`src/design/bus_strobe_defines.svh`:
```
// Function
// - dma cycle status driven high in periods two to four of dma cycles
// - dma cycle status floats during bus hold and reset
// - upper zero indicator true only when address bits 19 to 16 are zero
// - upper zero indicator asserted in first period, dropped in second
// - upper zero indicator floats during bus hold and float-test mode
// - high byte write enable is byte high enable ORed with write strobe
// - high byte write enable pulled up in reset, floats in hold or float-test
// - low byte write enable is address bit zero ORed with write strobe
// - eight-bit variant asserts single byte write enable early on every write
// - write strobe asserted for writes, floats during bus hold and reset
// - upper memory select for programmable block up to 512k, high in hold
// - upper memory select defaults to 64k block f0000 to fffff
// - both float-test requests sampled at reset release, both low enters mode
// - float-test mode floats every pin until the next reset
// - weak pull-up on second float-test request only while reset is active
// - synchronous ready is an active-high level sampled without extra sync
// - synchronous ready forced low internally when pin used as general io
`ifndef BUS_STROBE_DEFINES_SVH
`define BUS_STROBE_DEFINES_SVH

`define ADDR_W 20
`define UPPER_ZERO_ADDR_HI 19
`define UPPER_ZERO_ADDR_LO 16
`define UMS_SIZE_W 2
`define UMS_DEFAULT_BASE 20'hf0000
`define UMS_DEFAULT_SIZE 2'h0
`define UMS_KEEP_MASK_64K 20'hf0000

`endif

```
`src/design/bus_strobe_pkg.sv`:
```
`include "bus_strobe_defines.svh"

package bus_strobe_pkg;

  typedef enum logic [2:0] {
    PH_IDLE,
    PH_T1,
    PH_T2,
    PH_T3,
    PH_T4
  } phase_e;

  typedef struct packed {
    logic dma;
    logic write;
    logic memory;
    logic byteHighEn_n;
    logic [`ADDR_W-1:0] addr;
  } busReq_s;

  typedef struct packed {
    logic [`ADDR_W-1:0] base;
    logic [`UMS_SIZE_W-1:0] size;
  } umsCfg_s;

  typedef struct packed {
    logic level;
    logic oe;
  } pinDrive_s;

endpackage

```
`src/design/bus_cycle_strobe_logic.sv`:
```
`timescale 1ns/10ps
`include "bus_strobe_defines.svh"

module bus_cycle_strobe_logic #(
  parameter bit EIGHT_BIT = 1'b0
) (
  input logic clk,
  input logic rst_n,
  input logic cycleStart,
  input bus_strobe_pkg::busReq_s cycleReq,
  input logic holdRequest,
  input logic synchronousReady,
  input logic asynchronousReady,
  input logic generalIo6Select,
  input logic floatTestRequest0,
  input logic floatTestRequest1,
  input logic umsCfgLoad,
  input bus_strobe_pkg::umsCfg_s umsCfgIn,
  output logic busFree,
  output logic cycleDone,
  output logic holdAck,
  output logic syncReadyInternal,
  output logic floatTestMode,
  output logic floatTestRequest1PullupEn,
  output bus_strobe_pkg::pinDrive_s dmaCycleStatus,
  output bus_strobe_pkg::pinDrive_s upperZeroIndicator,
  output bus_strobe_pkg::pinDrive_s highByteWriteEnable_n,
  output logic highByteWriteEnablePullupEn,
  output bus_strobe_pkg::pinDrive_s lowByteWriteEnable_n,
  output bus_strobe_pkg::pinDrive_s singleByteWriteEnable_n,
  output bus_strobe_pkg::pinDrive_s writeStrobe_n,
  output bus_strobe_pkg::pinDrive_s upperMemorySelect_n
);

  ////////////////////////////////////////////////////////////////////////////
  // declarations

  bus_strobe_pkg::phase_e phase;
  bus_strobe_pkg::phase_e nxtPhase;
  bus_strobe_pkg::busReq_s req_ff;
  bus_strobe_pkg::busReq_s nxt_req;
  bus_strobe_pkg::umsCfg_s umsCfg_ff;
  logic busFree_ff;
  logic cycleDone_ff;
  logic holdAck_ff;
  logic nxt_holdAck;
  logic syncReadyInt_ff;
  logic inReset_ff;
  logic sampleDone_ff;
  logic floatTestMode_ff;
  logic syncReadyGated;
  logic readyInt;
  logic accept;
  logic nxtIdle;
  logic canStartNext;
  logic driveOn;
  logic splitLaneOn;
  logic singleLaneOn;
  logic floatFree;
  logic inT1;
  logic inT2to4;
  logic inT1to3;
  logic inT2to3;
  logic inCycle;
  logic upperZero;
  logic nxtWrite_n;
  logic umsHit;
  bus_strobe_pkg::pinDrive_s dmaCycleStatus_ff;
  bus_strobe_pkg::pinDrive_s upperZeroIndicator_ff;
  bus_strobe_pkg::pinDrive_s highByteWe_ff;
  bus_strobe_pkg::pinDrive_s lowByteWe_ff;
  bus_strobe_pkg::pinDrive_s singleByteWe_ff;
  bus_strobe_pkg::pinDrive_s writeStrobe_ff;
  bus_strobe_pkg::pinDrive_s upperMemSel_ff;
  logic highBytePullup_ff;
  logic floatReq1Pullup_ff;

  ////////////////////////////////////////////////////////////////////////////
  // ready path

  // the pin is already aligned to the output clock, so no extra
  // half-cycle synchroniser is inserted; that buys relaxed setup
  // async ready is taken as already synchronised upstream
  always_comb begin
    syncReadyGated = synchronousReady & ~generalIo6Select;
    readyInt = syncReadyGated | asynchronousReady;
  end

  always_ff @(posedge clk or negedge rst_n) begin
    if (!rst_n) begin
      syncReadyInt_ff <= 1'b0;
    end else begin
      syncReadyInt_ff <= syncReadyGated;
    end
  end

  ////////////////////////////////////////////////////////////////////////////
  // bus period sequencer

  bus_phase_seq u_phase_seq (
    .clk(clk),
    .rst_n(rst_n),
    .start(accept),
    .ready(readyInt),
    .phase(phase),
    .nxtPhase(nxtPhase)
  );

  // a pending hold takes priority over a new bus cycle
  always_comb begin
    canStartNext = (phase == bus_strobe_pkg::PH_IDLE) ||
                   (phase == bus_strobe_pkg::PH_T4 && readyInt) ||
                   (phase == bus_strobe_pkg::PH_T4);
    accept = cycleStart & busFree_ff & ~holdRequest & canStartNext;
    nxt_req = accept ? cycleReq : req_ff;
    nxtIdle = nxtPhase == bus_strobe_pkg::PH_IDLE;
  end

  always_ff @(posedge clk or negedge rst_n) begin
    if (!rst_n) begin
      req_ff <= '0;
    end else if (accept) begin
      req_ff <= cycleReq;
    end
  end

  always_ff @(posedge clk or negedge rst_n) begin
    if (!rst_n) begin
      busFree_ff <= 1'b0;
    end else begin
      busFree_ff <= ((nxtPhase == bus_strobe_pkg::PH_IDLE) ||
                     (nxtPhase == bus_strobe_pkg::PH_T4)) &
                    ~nxt_holdAck & ~holdRequest & ~inReset_ff;
    end
  end

  always_ff @(posedge clk or negedge rst_n) begin
    if (!rst_n) begin
      cycleDone_ff <= 1'b0;
    end else begin
      cycleDone_ff <= nxtPhase == bus_strobe_pkg::PH_T4;
    end
  end

  ////////////////////////////////////////////////////////////////////////////
  // bus hold

  // grant only float_test_mode the bus has gone idle, release when request drops
  // a cycle in flight always finishes before the bus is handed over
  always_comb begin
    nxt_holdAck = holdRequest & (holdAck_ff | nxtIdle);
  end

  always_ff @(posedge clk or negedge rst_n) begin
    if (!rst_n) begin
      holdAck_ff <= 1'b0;
    end else begin
      holdAck_ff <= nxt_holdAck;
    end
  end

  ////////////////////////////////////////////////////////////////////////////
  // reset release and float-test sampling

  // the requests double as outputs later, so they are caught float_test_mode,
  // on the first edge after reset lets go
  always_ff @(posedge clk or negedge rst_n) begin
    if (!rst_n) begin
      inReset_ff <= 1'b1;
      sampleDone_ff <= 1'b0;
    end else begin
      inReset_ff <= 1'b0;
      sampleDone_ff <= 1'b1;
    end
  end

  always_ff @(posedge clk or negedge rst_n) begin
    if (!rst_n) begin
      floatTestMode_ff <= 1'b0;
    end else if (!sampleDone_ff) begin
      floatTestMode_ff <= ~floatTestRequest0 & ~floatTestRequest1;
    end
  end

  // pull-ups exist only while reset holds; they must not load the pins
  // float_test_mode the strobes are driven
  always_ff @(posedge clk or negedge rst_n) begin
    if (!rst_n) begin
      floatReq1Pullup_ff <= 1'b1;
      highBytePullup_ff <= 1'b1;
    end else begin
      floatReq1Pullup_ff <= 1'b0;
      highBytePullup_ff <= 1'b0;
    end
  end

  ////////////////////////////////////////////////////////////////////////////
  // upper memory block configuration

  // no software port here; the owner of the chip-select setup loads it
  always_ff @(posedge clk or negedge rst_n) begin
    if (!rst_n) begin
      umsCfg_ff.base <= `UMS_DEFAULT_BASE;
      umsCfg_ff.size <= `UMS_DEFAULT_SIZE;
    end else if (umsCfgLoad) begin
      // a load reaches the decode for cycles accepted after that edge
      umsCfg_ff <= umsCfgIn;
    end
  end

  upper_block_decode u_upper_decode (
    .addr(nxt_req.addr),
    .cfg(umsCfg_ff),
    .hit(umsHit)
  );

  ////////////////////////////////////////////////////////////////////////////
  // period decode and drive gating

  // pins follow nxtPhase so each registered output lines up with phase
  always_comb begin
    inT1 = nxtPhase == bus_strobe_pkg::PH_T1;
    inT2to3 = (nxtPhase == bus_strobe_pkg::PH_T2) ||
              (nxtPhase == bus_strobe_pkg::PH_T3);
    inT2to4 = inT2to3 || (nxtPhase == bus_strobe_pkg::PH_T4);
    inT1to3 = inT1 || inT2to3;
    inCycle = inT1 || inT2to4;
    floatFree = sampleDone_ff & ~floatTestMode_ff;
    driveOn = floatFree & ~nxt_holdAck;
    // variant is fixed per build; the enables it leaves unused stay floated
    splitLaneOn = driveOn & ~EIGHT_BIT;
    singleLaneOn = driveOn & EIGHT_BIT;
    upperZero = ~|nxt_req.addr[`UPPER_ZERO_ADDR_HI:`UPPER_ZERO_ADDR_LO];
    nxtWrite_n = ~(inT2to3 & nxt_req.write);
  end

  ////////////////////////////////////////////////////////////////////////////
  // dma cycle status

  always_ff @(posedge clk or negedge rst_n) begin
    if (!rst_n) begin
      dmaCycleStatus_ff <= '0;
    end else begin
      // low through the first period so the status never leads the cycle
      dmaCycleStatus_ff.level <= inT2to4 & nxt_req.dma;
      dmaCycleStatus_ff.oe <= driveOn;
    end
  end

  ////////////////////////////////////////////////////////////////////////////
  // upper zero indicator

  // only valid in the first period; not a cycle-long qualifier
  always_ff @(posedge clk or negedge rst_n) begin
    if (!rst_n) begin
      upperZeroIndicator_ff <= '0;
    end else begin
      upperZeroIndicator_ff.level <= inT1 & upperZero;
      upperZeroIndicator_ff.oe <= driveOn;
    end
  end

  ////////////////////////////////////////////////////////////////////////////
  // write strobe

  always_ff @(posedge clk or negedge rst_n) begin
    if (!rst_n) begin
      writeStrobe_ff <= '0;
    end else begin
      // low in the second and third periods, wait states included
      writeStrobe_ff.level <= nxtWrite_n;
      writeStrobe_ff.oe <= driveOn;
    end
  end

  ////////////////////////////////////////////////////////////////////////////
  // byte write enables

  // the sixteen-bit variant uses the split enables, the eight-bit one the
  // single early enable; the unused pins stay floated
  always_ff @(posedge clk or negedge rst_n) begin
    if (!rst_n) begin
      highByteWe_ff <= '0;
    end else begin
      highByteWe_ff.level <= nxt_req.byteHighEn_n | nxtWrite_n;
      highByteWe_ff.oe <= splitLaneOn;
    end
  end

  always_ff @(posedge clk or negedge rst_n) begin
    if (!rst_n) begin
      lowByteWe_ff <= '0;
    end else begin
      lowByteWe_ff.level <= nxt_req.addr[0] | nxtWrite_n;
      lowByteWe_ff.oe <= splitLaneOn;
    end
  end

  // early timing: opens with the address in the first period
  always_ff @(posedge clk or negedge rst_n) begin
    if (!rst_n) begin
      singleByteWe_ff <= '0;
    end else begin
      singleByteWe_ff.level <= ~(inT1to3 & nxt_req.write);
      singleByteWe_ff.oe <= singleLaneOn;
    end
  end

  ////////////////////////////////////////////////////////////////////////////
  // upper memory select

  // during hold this pin keeps driving high so memory stays deselected
  always_ff @(posedge clk or negedge rst_n) begin
    if (!rst_n) begin
      upperMemSel_ff <= '0;
    end else begin
      upperMemSel_ff.level <= nxt_holdAck |
                              ~(inCycle & nxt_req.memory & umsHit);
      upperMemSel_ff.oe <= floatFree;
    end
  end

  ////////////////////////////////////////////////////////////////////////////
  // outputs

  assign busFree = busFree_ff;
  assign cycleDone = cycleDone_ff;
  assign holdAck = holdAck_ff;
  assign syncReadyInternal = syncReadyInt_ff;
  assign floatTestMode = floatTestMode_ff;
  assign floatTestRequest1PullupEn = floatReq1Pullup_ff;
  assign dmaCycleStatus = dmaCycleStatus_ff;
  assign upperZeroIndicator = upperZeroIndicator_ff;
  assign highByteWriteEnable_n = highByteWe_ff;
  assign highByteWriteEnablePullupEn = highBytePullup_ff;
  assign lowByteWriteEnable_n = lowByteWe_ff;
  assign singleByteWriteEnable_n = singleByteWe_ff;
  assign writeStrobe_n = writeStrobe_ff;
  assign upperMemorySelect_n = upperMemSel_ff;

endmodule

```
`src/design/bus_phase_seq.sv`:
```
`timescale 1ns/10ps
`include "bus_strobe_defines.svh"

module bus_phase_seq (
  input logic clk,
  input logic rst_n,
  input logic start,
  input logic ready,
  output bus_strobe_pkg::phase_e phase,
  output bus_strobe_pkg::phase_e nxtPhase
);

  bus_strobe_pkg::phase_e phase_ff;

  // wait states repeat the third period until ready is seen
  always_comb begin
    nxtPhase = phase_ff;
    case (phase_ff)
      bus_strobe_pkg::PH_IDLE: begin
        nxtPhase = start ? bus_strobe_pkg::PH_T1 : bus_strobe_pkg::PH_IDLE;
      end
      bus_strobe_pkg::PH_T1: begin
        nxtPhase = bus_strobe_pkg::PH_T2;
      end
      bus_strobe_pkg::PH_T2: begin
        nxtPhase = bus_strobe_pkg::PH_T3;
      end
      bus_strobe_pkg::PH_T3: begin
        nxtPhase = ready ? bus_strobe_pkg::PH_T4 : bus_strobe_pkg::PH_T3;
      end
      bus_strobe_pkg::PH_T4: begin
        nxtPhase = start ? bus_strobe_pkg::PH_T1 : bus_strobe_pkg::PH_IDLE;
      end
      default: begin
        nxtPhase = bus_strobe_pkg::PH_IDLE;
      end
    endcase
  end

  always_ff @(posedge clk or negedge rst_n) begin
    if (!rst_n) begin
      phase_ff <= bus_strobe_pkg::PH_IDLE;
    end else begin
      phase_ff <= nxtPhase;
    end
  end

  assign phase = phase_ff;

endmodule

```
`src/design/upper_block_decode.sv`:
```
`timescale 1ns/10ps
`include "bus_strobe_defines.svh"

module upper_block_decode (
  input logic [`ADDR_W-1:0] addr,
  input bus_strobe_pkg::umsCfg_s cfg,
  output logic hit
);

  logic [`ADDR_W-1:0] keepMask;

  // block size is 64k shifted by the size code, so 512k at most
  always_comb begin
    keepMask = `UMS_KEEP_MASK_64K << cfg.size;
    hit = ((addr ^ cfg.base) & keepMask) == '0;
  end

endmodule

```
`config.mk`:
```
export PLATFORM = sky130hd
export DESIGN_NAME = bus_cycle_strobe_logic
export DESIGN_NICKNAME = d
export VERILOG_FILES = /design/src/design/bus_strobe_pkg.sv /design/src/design/bus_cycle_strobe_logic.sv /design/src/design/bus_phase_seq.sv /design/src/design/upper_block_decode.sv
export VERILOG_INCLUDE_DIRS = /design/src /design/src/design
export SDC_FILE = /design/constraint.sdc
export NUM_CORES = 1
export LEC_CHECK = 0
export BUFFER_PORTS_ARGS = -buffer_cell sky130_fd_sc_hd__buf_2
export CAP_MARGIN = 20
export CORE_AREA = 8 8 68 70
export CTS_CLUSTER_SIZE = 8
export DETAILED_ROUTE_END_ITERATION = 7
export DIE_AREA = 0 0 76 78
export GPL_TIMING_DRIVEN = 0
export PLACE_DENSITY = 0.75
export SLEW_MARGIN = 20
export SYNTH_ARGS = -nofsm -noshare
export SYNTH_HDL_FRONTEND = slang
export SYNTH_SLANG_ARGS = --single-unit
```
`constraint.sdc`:
```
create_clock -name clk -period 1.65 [get_ports clk]
set_input_delay 0.165 -clock clk [delete_from_list [all_inputs] [get_ports clk]]
set_output_delay 0.165 -clock clk [all_outputs]
set_load 0.005 [all_outputs]
```
==> summary.txt, run 1 <==
Synthesis
  • Area leader, netlist: dfrtp_1
  • Mapped Area: 1480 sq um
  • Distinct cells, synth: 40
  • Sequential share of the synthesized area: 57.8%
  • Yosys top cell area share: ~49%
  • Synth warn: 0
  • Post-synthesis cell count: 112
  • Synth Register Bits: 34
  • Avg Inst Size Synth: 13.2 sq um
  • Top post-synthesis cells by area: dfrtp_1, dfstp_2, mux2_1, mux2_2, buf_4

Status
  • Outcome: completed

CTS
  • CTS sink cnt: 34
  • CTS tree: yes
  • Worst-case clock buffer depth: 2
  • Root buf cell: clkbuf_4
  • CTS buffer count: 5
  • H-tree levels: 2
  • Worst-path clk slew: about 0.1 ns
  • Clk Latency, worst-skew pair: 0.32 ns

Drt
  • DRT iter0 DRCs: between 60 and 70
  • WL final: 3180 um
  • Post-route DRC violation count: 0
  • Via/cell ratio: 4.79
  • Routed Antenna Nets: 0
  • Total vias in the final route: 1039
  • DR pass1 iterations: 4
  • Drt wl/cell: 14.6 um

Timing
  • Final hold vios: 0
  • Final Max Slew Viols: 0
  • Max-slew headroom: 53.4%
  • Slew @ Worst Pin: roughly 0.70 ns
  • Hold Slack: 0.0482 ns
  • Fin crit period: 1.61 ns
  • F_max: around 620 MHz
  • Final setup viols: 0
  • Final Skew: 0.0162 ns
  • Fin crit share: roughly 100%
  • RSZ-0062 raised after global routing: true

GRT
  • GR Overflow Total: 0
  • Vias in the first global route: approximately 1100
  • Antenna violations before repair: 0
  • Largest net degree at the start of global routing: 35
  • GRT Overall Usage: approximately 11%
  • First-pass GRT wire length: 5260 um

Layout
  • FILL cells: 317
  • Layout Nets: 224
  • Area grow syn2layout: 25.3%
  • Share of layout cells above drive strength 1: 47.9%
  • Ant diodes: 0
  • Fin area: approximately 1900 sq um

Hold path
  • Min-Delay Path Class: in -> reg

Floorplanning
  • Die Y: 78 um
  • Ports: 77
  • Chip Width: 76 um
  • Row cnt: 22
  • Initial Util: 41.8%
  • Core area: 3550 sq um
  • Die ar.: 5930 sq um

Worst setup path
  • CP cell instances: nand4bb_4, nor2_4, mux2_4, or2_1
  • Buffers and inverters on the worst path: 0
  • Critical Path Start Type: flip-flop
  • CP max FO: 6
  • Crit path required time: 1.84 ns
  • Worst path max stage delay: 0.45 ns
  • Critical path's slowest cell: dfrtp_2
  • Critical path class: reg -> reg
  • Top delay family on crit path: simple AND/OR/NAND/NOR gates
  • Crit end category: flip-flop
  • R2R Setup Slk: between 0.04 and 0.05 ns
  • Worst EP arrival: 1.80 ns

Pwr
  • P_leak: 0.000864 uW
  • Worst vdd ir: ~430 uV
  • Pwr Density: around 1200 nW/um^2

Placement
  • GP Congestion: approximately 0.84
  • Post-DP HPWL: 2490 um
  • Area after DPL: approximately 1800 sq um
  • Port bufs: 42

Flow run
  • Max cap viols: 0
==> synthesized netlist by cell type <==
library cell  count
a211o_1           1
nand2b_1          2
mux2_2            6
xnor2_1           4
nor2b_1           3
nor2_1            4
a21boi_1          1
inv_1             1
nor2_4            1
nand4bb_4         1
or2_1             2
nor3_1            1
clkbuf_1          1
o21ai_0           3
o31a_1            1
nand4_1           1
nor3b_1           2
nand2_1           1
conb_1            2
o2111a_1          2
mux2_1            6
or3_1             2
o211ai_1          1
and4bb_2          1
dfstp_2           5
dfrtp_1          29
nand4bb_1         1
clkinv_1          1
o2111ai_1         1
nor4_1            3
a21bo_2           1
mux2_4            2
a21oi_1           4
nand3_1           1
a22oi_1           2
buf_6             1
a211oi_1          2
o31ai_1           1
buf_4             7
nand4b_1          1
==> routing by layer <==
layer | vias to the layer above | part of all wire, % | GRT usage (%)
met2 | 40 | 52 | 18.9
met4 | 0 | 2.1 | 5.49
li1 | 510 | - | -
met5 | - | 0 | 0
met1 | 483 | 38 | 10.9
met3 | 6 | 8.5 | 5.53
==> cells by family (layout without fill, tap and decap cells) <==
kind of cell | after synthesis | count (layout) | synth area share [%]
AOI/OAI and AO/OA | 20 | 20 | 9.87
xor gates and xnor gates | 4 | 4 | 2.36
buffers and inverters | 11 | 67 | 5.06
DFF | 34 | 34 | 57.8
muxes | 14 | 14 | 11.1
other | 2 | 3 | 0.507
and+or+nand+nor | 27 | 27 | 13.2
==> registers in the layout, summed over array words and instances (netlist names) <==
register	count
u_phase_seq.phase	3
cycleDone	1
sampleDone_ff	1
singleByteWriteEnable_n	1
highByteWriteEnable_n	1
busFree	1
dmaCycleStatus	2
req_ff	9
lowByteWriteEnable_n	1
floatTestMode	1
upperMemorySelect_n	2
umsCfg_ff	6
holdAck	1
syncReadyInternal	1
writeStrobe_n	1
floatTestRequest1PullupEn	1
upperZeroIndicator	1
==> cells in the final DEF, fill, tap and decap left out, drive strengths merged, types with 4 or more instances in the layout <==
cell type | synthesis | routed
buf | 8 | 55
dfrtp | 29 | 29
mux2 | 14 | 14
clkbuf | 1 | 7
dfstp | 5 | 5
nor2 | 5 | 5
a21oi | 4 | 4
xnor2 | 4 | 4
==> report_power, final <==
part           total, uW  leakage, uW  internal [uW]  switching, uW
registers           1180     0.000406           1050            135
logic                682     0.000426            396            286
clock network        404    0.0000320            162            242
==> area by class of cell <==
type	instances	area [sq um]	area share, %
Sequential cell	34	860	46.3
Inverter	2	7.51	0.404
Clock buffer	6	41.3	2.22
Buffer	9	67.6	3.64
Timing Repair Buffer	48	258	13.9
Clock inverter	2	10.0	0.539
Multi-Input combinational cell	68	554	29.8
Tap cell	48	60.1	3.23
==> what timing repair did <==
item,CTS,global route
setup endpoints to repair,2,6
hold buffers,1,0
buffers inserted,0,5
pin swaps,0,4
resized for setup,1,1
endpoints found under the hold margin,29,0
==> stage by stage <==
stage               TNS [ns]  utilization, %  setup WS, ns  power, uW  cells
floorplan                  0               -         0.159       1550    113
global placement           0            49.5        0.0656       1760    203
detailed placement         0            49.5       0.00726       1800    203
CTS                        0            51.2       0.00468       2220    212
global route         -0.0603            52.3       -0.0331       2420    217
finish                     0            52.3        0.0400       2270    217
==> final timing paths <==
check | cells past startpoint | to | startpoint
min reg2reg | 1 | upperMemorySelect_n[0] | floatTestMode
max in group asynchronous | 2 | u_phase_seq.phase[1] | rst_n
min | 2 | syncReadyInternal | generalIo6Select
min in group asynchronous | 2 | req_ff[22] | rst_n
max reg2reg | 4 | lowByteWriteEnable_n[1] | u_phase_seq.phase[1]
max | 4 | lowByteWriteEnable_n[1] | u_phase_seq.phase[1]
Note: power is estimated with default switching activity, not from simulation.
==> run 2, diff against run 1 <==
--- a/config.mk
+++ b/config.mk
@@ -13,6 +13,7 @@
 export DETAILED_ROUTE_END_ITERATION = 7
 export DIE_AREA = 0 0 76 78
 export GPL_TIMING_DRIVEN = 0
+export MAX_ROUTING_LAYER = met4
 export PLACE_DENSITY = 0.75
 export SLEW_MARGIN = 20
 export SYNTH_ARGS = -nofsm -noshare
==> constraint.sdc (replaced) <==
create_clock -name clk -period 1.65 [get_ports clk]
set_input_delay 0.165 -clock clk [delete_from_list [all_inputs] [get_ports clk]]
set_output_delay 0.165 -clock clk [all_outputs]
set_load 0.1 [all_outputs]
==> summary.txt, run 2 (synthesis results as in run 1) <==
Hold path
  • Min-Delay Path Class: in -> reg
  • Worst hold path startpoint: cycleReq[22]
  • WHS Endpoint: singleByteWriteEnable_n[1]
  • WHS Path Cells: 2

Timing
  • Final hold vios: 0
  • Final Max Slew Viols: 0
  • Final TNS setup: 0 ns
  • Max-slew headroom: 51.7%
  • RSZ-0062 raised after global routing: false
  • Final setup viols: 0
  • Fin crit share: 97.0%
  • F_max: 625 MHz
  • Fin crit period: 1.60 ns
  • Slew @ Worst Pin: 0.725 ns
  • Final Skew: about 0.010 ns

Drt
  • Via/cell ratio: 4.96
  • WL final: 3210 um
  • Post-route DRC violation count: 0
  • DRT iter0 DRCs: 34
  • Routed Antenna Nets: 0
  • Drt wl/cell: 14.9 um
  • Total vias in the final route: 1067
  • DR pass1 iterations: 4

Floorplanning
  • Row cnt: 22
  • Initial Util: 41.8%
  • Die ar.: between 5000 and 6000 sq um
  • Ports: 77
  • Chip Width: 76 um
  • Die Y: between 70 and 80 um
  • Core area: about 3600 sq um

Worst setup path
  • R2R Setup Slk: 0.05 ns
  • Critical path class: reg -> reg
  • Worst Reg-to-Reg Cells: 4
  • Worst EP arrival: ~1.8 ns
  • FF-to-FF End: highByteWriteEnable_n[1]
  • Critical Path Start Type: flip-flop
  • R2R Path Start: u_phase_seq.phase[1]
  • Crit path required time: 1.87 ns
  • CP max FO: 6
  • Crit end category: flip-flop

CTS
  • Clk Latency, worst-skew pair: roughly 0.33 ns
  • Worst-path clk slew: around 0.1 ns
  • CTS sink cnt: 34
  • CTS buffer count: 5
  • H-tree levels: 2
  • Worst-case clock buffer depth: 2
  • CTS tree: yes
  • Root buf cell: clkbuf_4

GRT
  • First-pass GRT wire length: 5400 um
  • GRT Overall Usage: 11.9%
  • Largest net degree at the start of global routing: 35
  • Vias in the first global route: 1145
  • GR Overflow Total: 0
  • Antenna violations before repair: 0

Placement
  • Port bufs: 42
  • Post-DP HPWL: 2460 um
  • GP Congestion: slightly below 0.9

Layout
  • Number of flip-flops in the largest register: 9
  • Area grow syn2layout: 24.4%
  • Layout Nets: ~220
  • Layout Utilization: 51.9%
  • Most flops, register: req_ff
  • Most common cell after layout, fill and taps aside: buf_2
  • Ant diodes: 0
  • Share of layout cells above drive strength 1: between 40% and 50%
  • Most frequent cells in the layout: buf_2, dfrtp_1, buf_4

Pwr
  • Pwr Density: ~1600 nW/um^2
  • Worst vdd ir: 458 uV
  • P_leak: 0.000847 uW

Status
  • Outcome: completed

Flow run
  • Max cap viols: 0
-- run 2: cell count changes in the layout (fill, tap and decap cells not counted), sizes merged --
cell / previous run / this run
clkbuf: 7 / 9
clkinv: 3 / 1
buf: 55 / 53
-- run 2: layer usage --
layer	global-route usage (%)	wire length, um	vias to the layer above
li1	-	-	505
met1	11.6	1250	517
met2	19.0	1610	39
met3	4.72	254	6
met4	8.43	95	0
met5	-	0	-
-- run 2: critical path, cell delays in order (launching register included) --
cell and delay, ns:
dfrtp_2 0.45, nand4bb_4 0.29, nor2_4 0.19, mux2_4 0.32, or2_1 0.23
-- run 2: repair_timing --
action	in CTS	in global routing
endpoints found under the setup margin	0	7
endpoints found under the hold margin	29	0
hold buffers	1	0
gates resized for setup	0	2
setup buffers	0	3
-- run 2: how the worst max path moves through the flow --
stage	from	to	cells after the start
floorplan	holdAck	upperMemorySelect_n[1]	3
global placement	u_phase_seq.phase[0]	highByteWriteEnable_n[1]	4
detailed placement	u_phase_seq.phase[0]	highByteWriteEnable_n[1]	4
CTS	u_phase_seq.phase[0]	highByteWriteEnable_n[1]	4
global route	u_phase_seq.phase[1]	highByteWriteEnable_n[1]	4
finish	u_phase_seq.phase[1]	highByteWriteEnable_n[1]	4
-- run 2: area by class of cell --
type	count	area (sq um)
fill	321	1710
multi-input combinational	68	554
clock buffer	8	48.8
buffer	9	67.6
sequential	34	863
timing repair buffer	46	243
inverter	2	7.51
tap	48	60.1
-- run 2: power breakdown --
part / leakage (uW) / total (uW) / switching, uW / internal (uW)
clock: 0.0000265 / 419 / 249 / 170
combinational: 0.000416 / 1330 / 965 / 368
sequential: 0.000404 / 1200 / 149 / 1050
-- run 2: per-stage QoR --
step	cell area (sq um)	hold slack, ns	power [uW]	instances	setup slack, ns
floorplan	1490	-0.131	2250	113	0.0553
global placement	1760	0.250	2460	203	0.0640
detailed placement	1760	0.265	2510	203	0.0490
CTS	1820	0.00137	2930	212	0.00478
global route	1840	0.0118	3100	215	0.00641
finish	1840	0.0139	2950	215	0.0490
==> run 3, diff against run 2 <==
==> constraint.sdc (replaced) <==
create_clock -name clk -period 1.65 [get_ports clk]
set_input_delay 0.33 -clock clk [delete_from_list [all_inputs] [get_ports clk]]
set_output_delay 0.33 -clock clk [all_outputs]
set_load 0.1 [all_outputs]
==> summary.txt, run 3 (synthesis results as in run 1) <==
Status
  • Outcome: completed

Worst setup path
  • Top delay family on crit path: flip-flops
  • Buffers and inverters on the worst path: 2
  • CP Depth: 2
  • Crit path required time: 1.32 ns
  • Crit end category: output pin
  • Critical path's slowest cell: dfstp_2
  • Worst path max stage delay: 0.56 ns
  • R2R Setup Slk: approximately 0.080 ns
  • CP most frequent cell: buf_4
  • CP max FO: 3
  • Critical Path Start Type: flip-flop
  • Worst Reg-to-Reg Cells: 4
  • Worst EP arrival: 1.25 ns
  • CP cell instances: buf_4, buf_4
  • Critical path class: reg -> out

Drt
  • Via/cell ratio: slightly below 5
  • WL final: about 3100 um
  • DRT iter0 DRCs: between 50 and 60
  • Routed Antenna Nets: 0
  • DR pass1 iterations: 4
  • Drt wl/cell: 14.6 um
  • Total vias in the final route: 1050
  • Post-route DRC violation count: 0

CTS
  • CTS tree: yes
  • Worst-path clk slew: 0.10 ns
  • CTS buffer count: 5
  • Clk Latency, worst-skew pair: roughly 0.33 ns
  • H-tree levels: 2
  • CTS Hold Buffers Added: 0
  • Worst-case clock buffer depth: 2
  • CTS sink cnt: 34
  • Root buf cell: clkbuf_4

Placement
  • Port bufs: 42
  • Pre-CTS setup slack: 0.0394 ns
  • Post-DP HPWL: ~2400 um
  • Placed cell count: 203
  • GP Congestion: 0.840

Hold path
  • Min-Delay Path Class: in -> async

Layout
  • Most frequent cells in the layout: buf_2, dfrtp_1, buf_4
  • Area grow syn2layout: 25.6%
  • Most flops, register: req_ff
  • Share of layout cells above drive strength 1: 49.1%
  • Layout Nets: 220
  • Register area: 865 sq um
  • Layout Utilization: 52.4%
  • Multi-input logic area: about 550 sq um
  • Ant diodes: 0
  • Most common cell after layout, fill and taps aside: buf_2
  • FILL cells: 308
  • Fin cells: 213
  • Number of flip-flops in the largest register: 9

Timing
  • RSZ-0062 raised after global routing: false
  • Final TNS setup: 0 ns
  • Fin crit period: 1.58 ns
  • Final Max Slew Viols: 0
  • Final hold vios: 0
  • Final Skew: around 0.0069 ns
  • Final worst slack: between 0.06 and 0.07 ns
  • Final setup viols: 0
  • Max-slew headroom: 51.3%
  • F_max: 631 MHz
  • Slew @ Worst Pin: 0.730 ns
  • Fin crit share: 96.0%

Floorplanning
  • Chip Width: between 70 and 80 um
  • Die ar.: 5930 sq um
  • Core area: 3550 sq um
  • Initial Util: 41.8%
  • Ports: between 70 and 80
  • Row cnt: 22
  • Die Y: 78 um

Pwr
  • Worst vdd ir: between 500 and 600 uV
  • P_leak: 0.000857 uW
  • Pwr Density: approximately 1600 nW/um^2

GRT
  • Largest net degree at the start of global routing: 35
  • First-pass GRT wire length: approximately 5400 um
  • Antenna violations before repair: 0
  • Vias in the first global route: about 1200
  • GR Overflow Total: 0
  • GRT Overall Usage: around an eighth

Flow run
  • Max cap viols: 0
==> run 3: cell count changes in the layout (fill, tap and decap cells not counted), sizes merged <==
cell         previous run  this run
bufinv                  0         1
buf                    53        52
clkinv                  1         3
clkbuf                  9         6
dlygate4sd3             1         0
==> run 3: timing repair <==
item                                    4_1_cts  5_1_grt
cloned                                        0        0
pin swaps                                     0        2
endpoints found under the setup margin        2        8
gates resized for setup                       2        2
buffers inserted                              0        2
==> run 3: area by class of cell <==
cell class | count | area share, %
Inverter | 2 | 0.403
Clock inverter | 3 | 2.15
Tap cell | 48 | 3.23
Sequential cell | 34 | 46.4
Timing Repair Buffer | 44 | 12.4
Buffer | 9 | 3.63
Clock buffer | 5 | 2.02
Multi-Input combinational cell | 68 | 29.8
==> run 3: metal layers <==
metal  part of all wire [%]  up-vias  routed length [um]  GRT usage (%)
met2                     52       49                1620           18.7
li1                       -      501                   -              -
met3                    6.4        2                 197           3.46
met4                    1.2        0                  36           7.45
met5                      0        -                   0              -
met1                     40      498                1250           12.5
==> run 3: through the flow <==
step	instance area, sq um	hold slack (ns)	power (uW)
2_1_floorplan	1490	0.0344	2250
3_3_place_gp	1760	0.412	2460
3_5_place_dp	1760	0.432	2500
4_1_cts	1840	0.0608	3090
5_1_grt	1860	0.0903	3230
6_report	1860	0.0539	3070
==> run 3: report_power, final <==
part	internal (uW)	leakage (uW)	switching, uW
combinational	341	0.000409	944
clock	314	0.0000450	261
sequential	1050	0.000403	153
total	1710	0.000857	1360
==> run 3: final timing paths <==
kind | startpoint | end
max | floatTestRequest1PullupEn | highByteWriteEnablePullupEn
min | rst_n | writeStrobe_n[1]
max reg2reg | u_phase_seq.phase[1] | lowByteWriteEnable_n[1]
min reg2reg | floatTestMode | upperMemorySelect_n[0]
max in group asynchronous | rst_n | busFree
min in group clk | cycleReq[22] | singleByteWriteEnable_n[1]
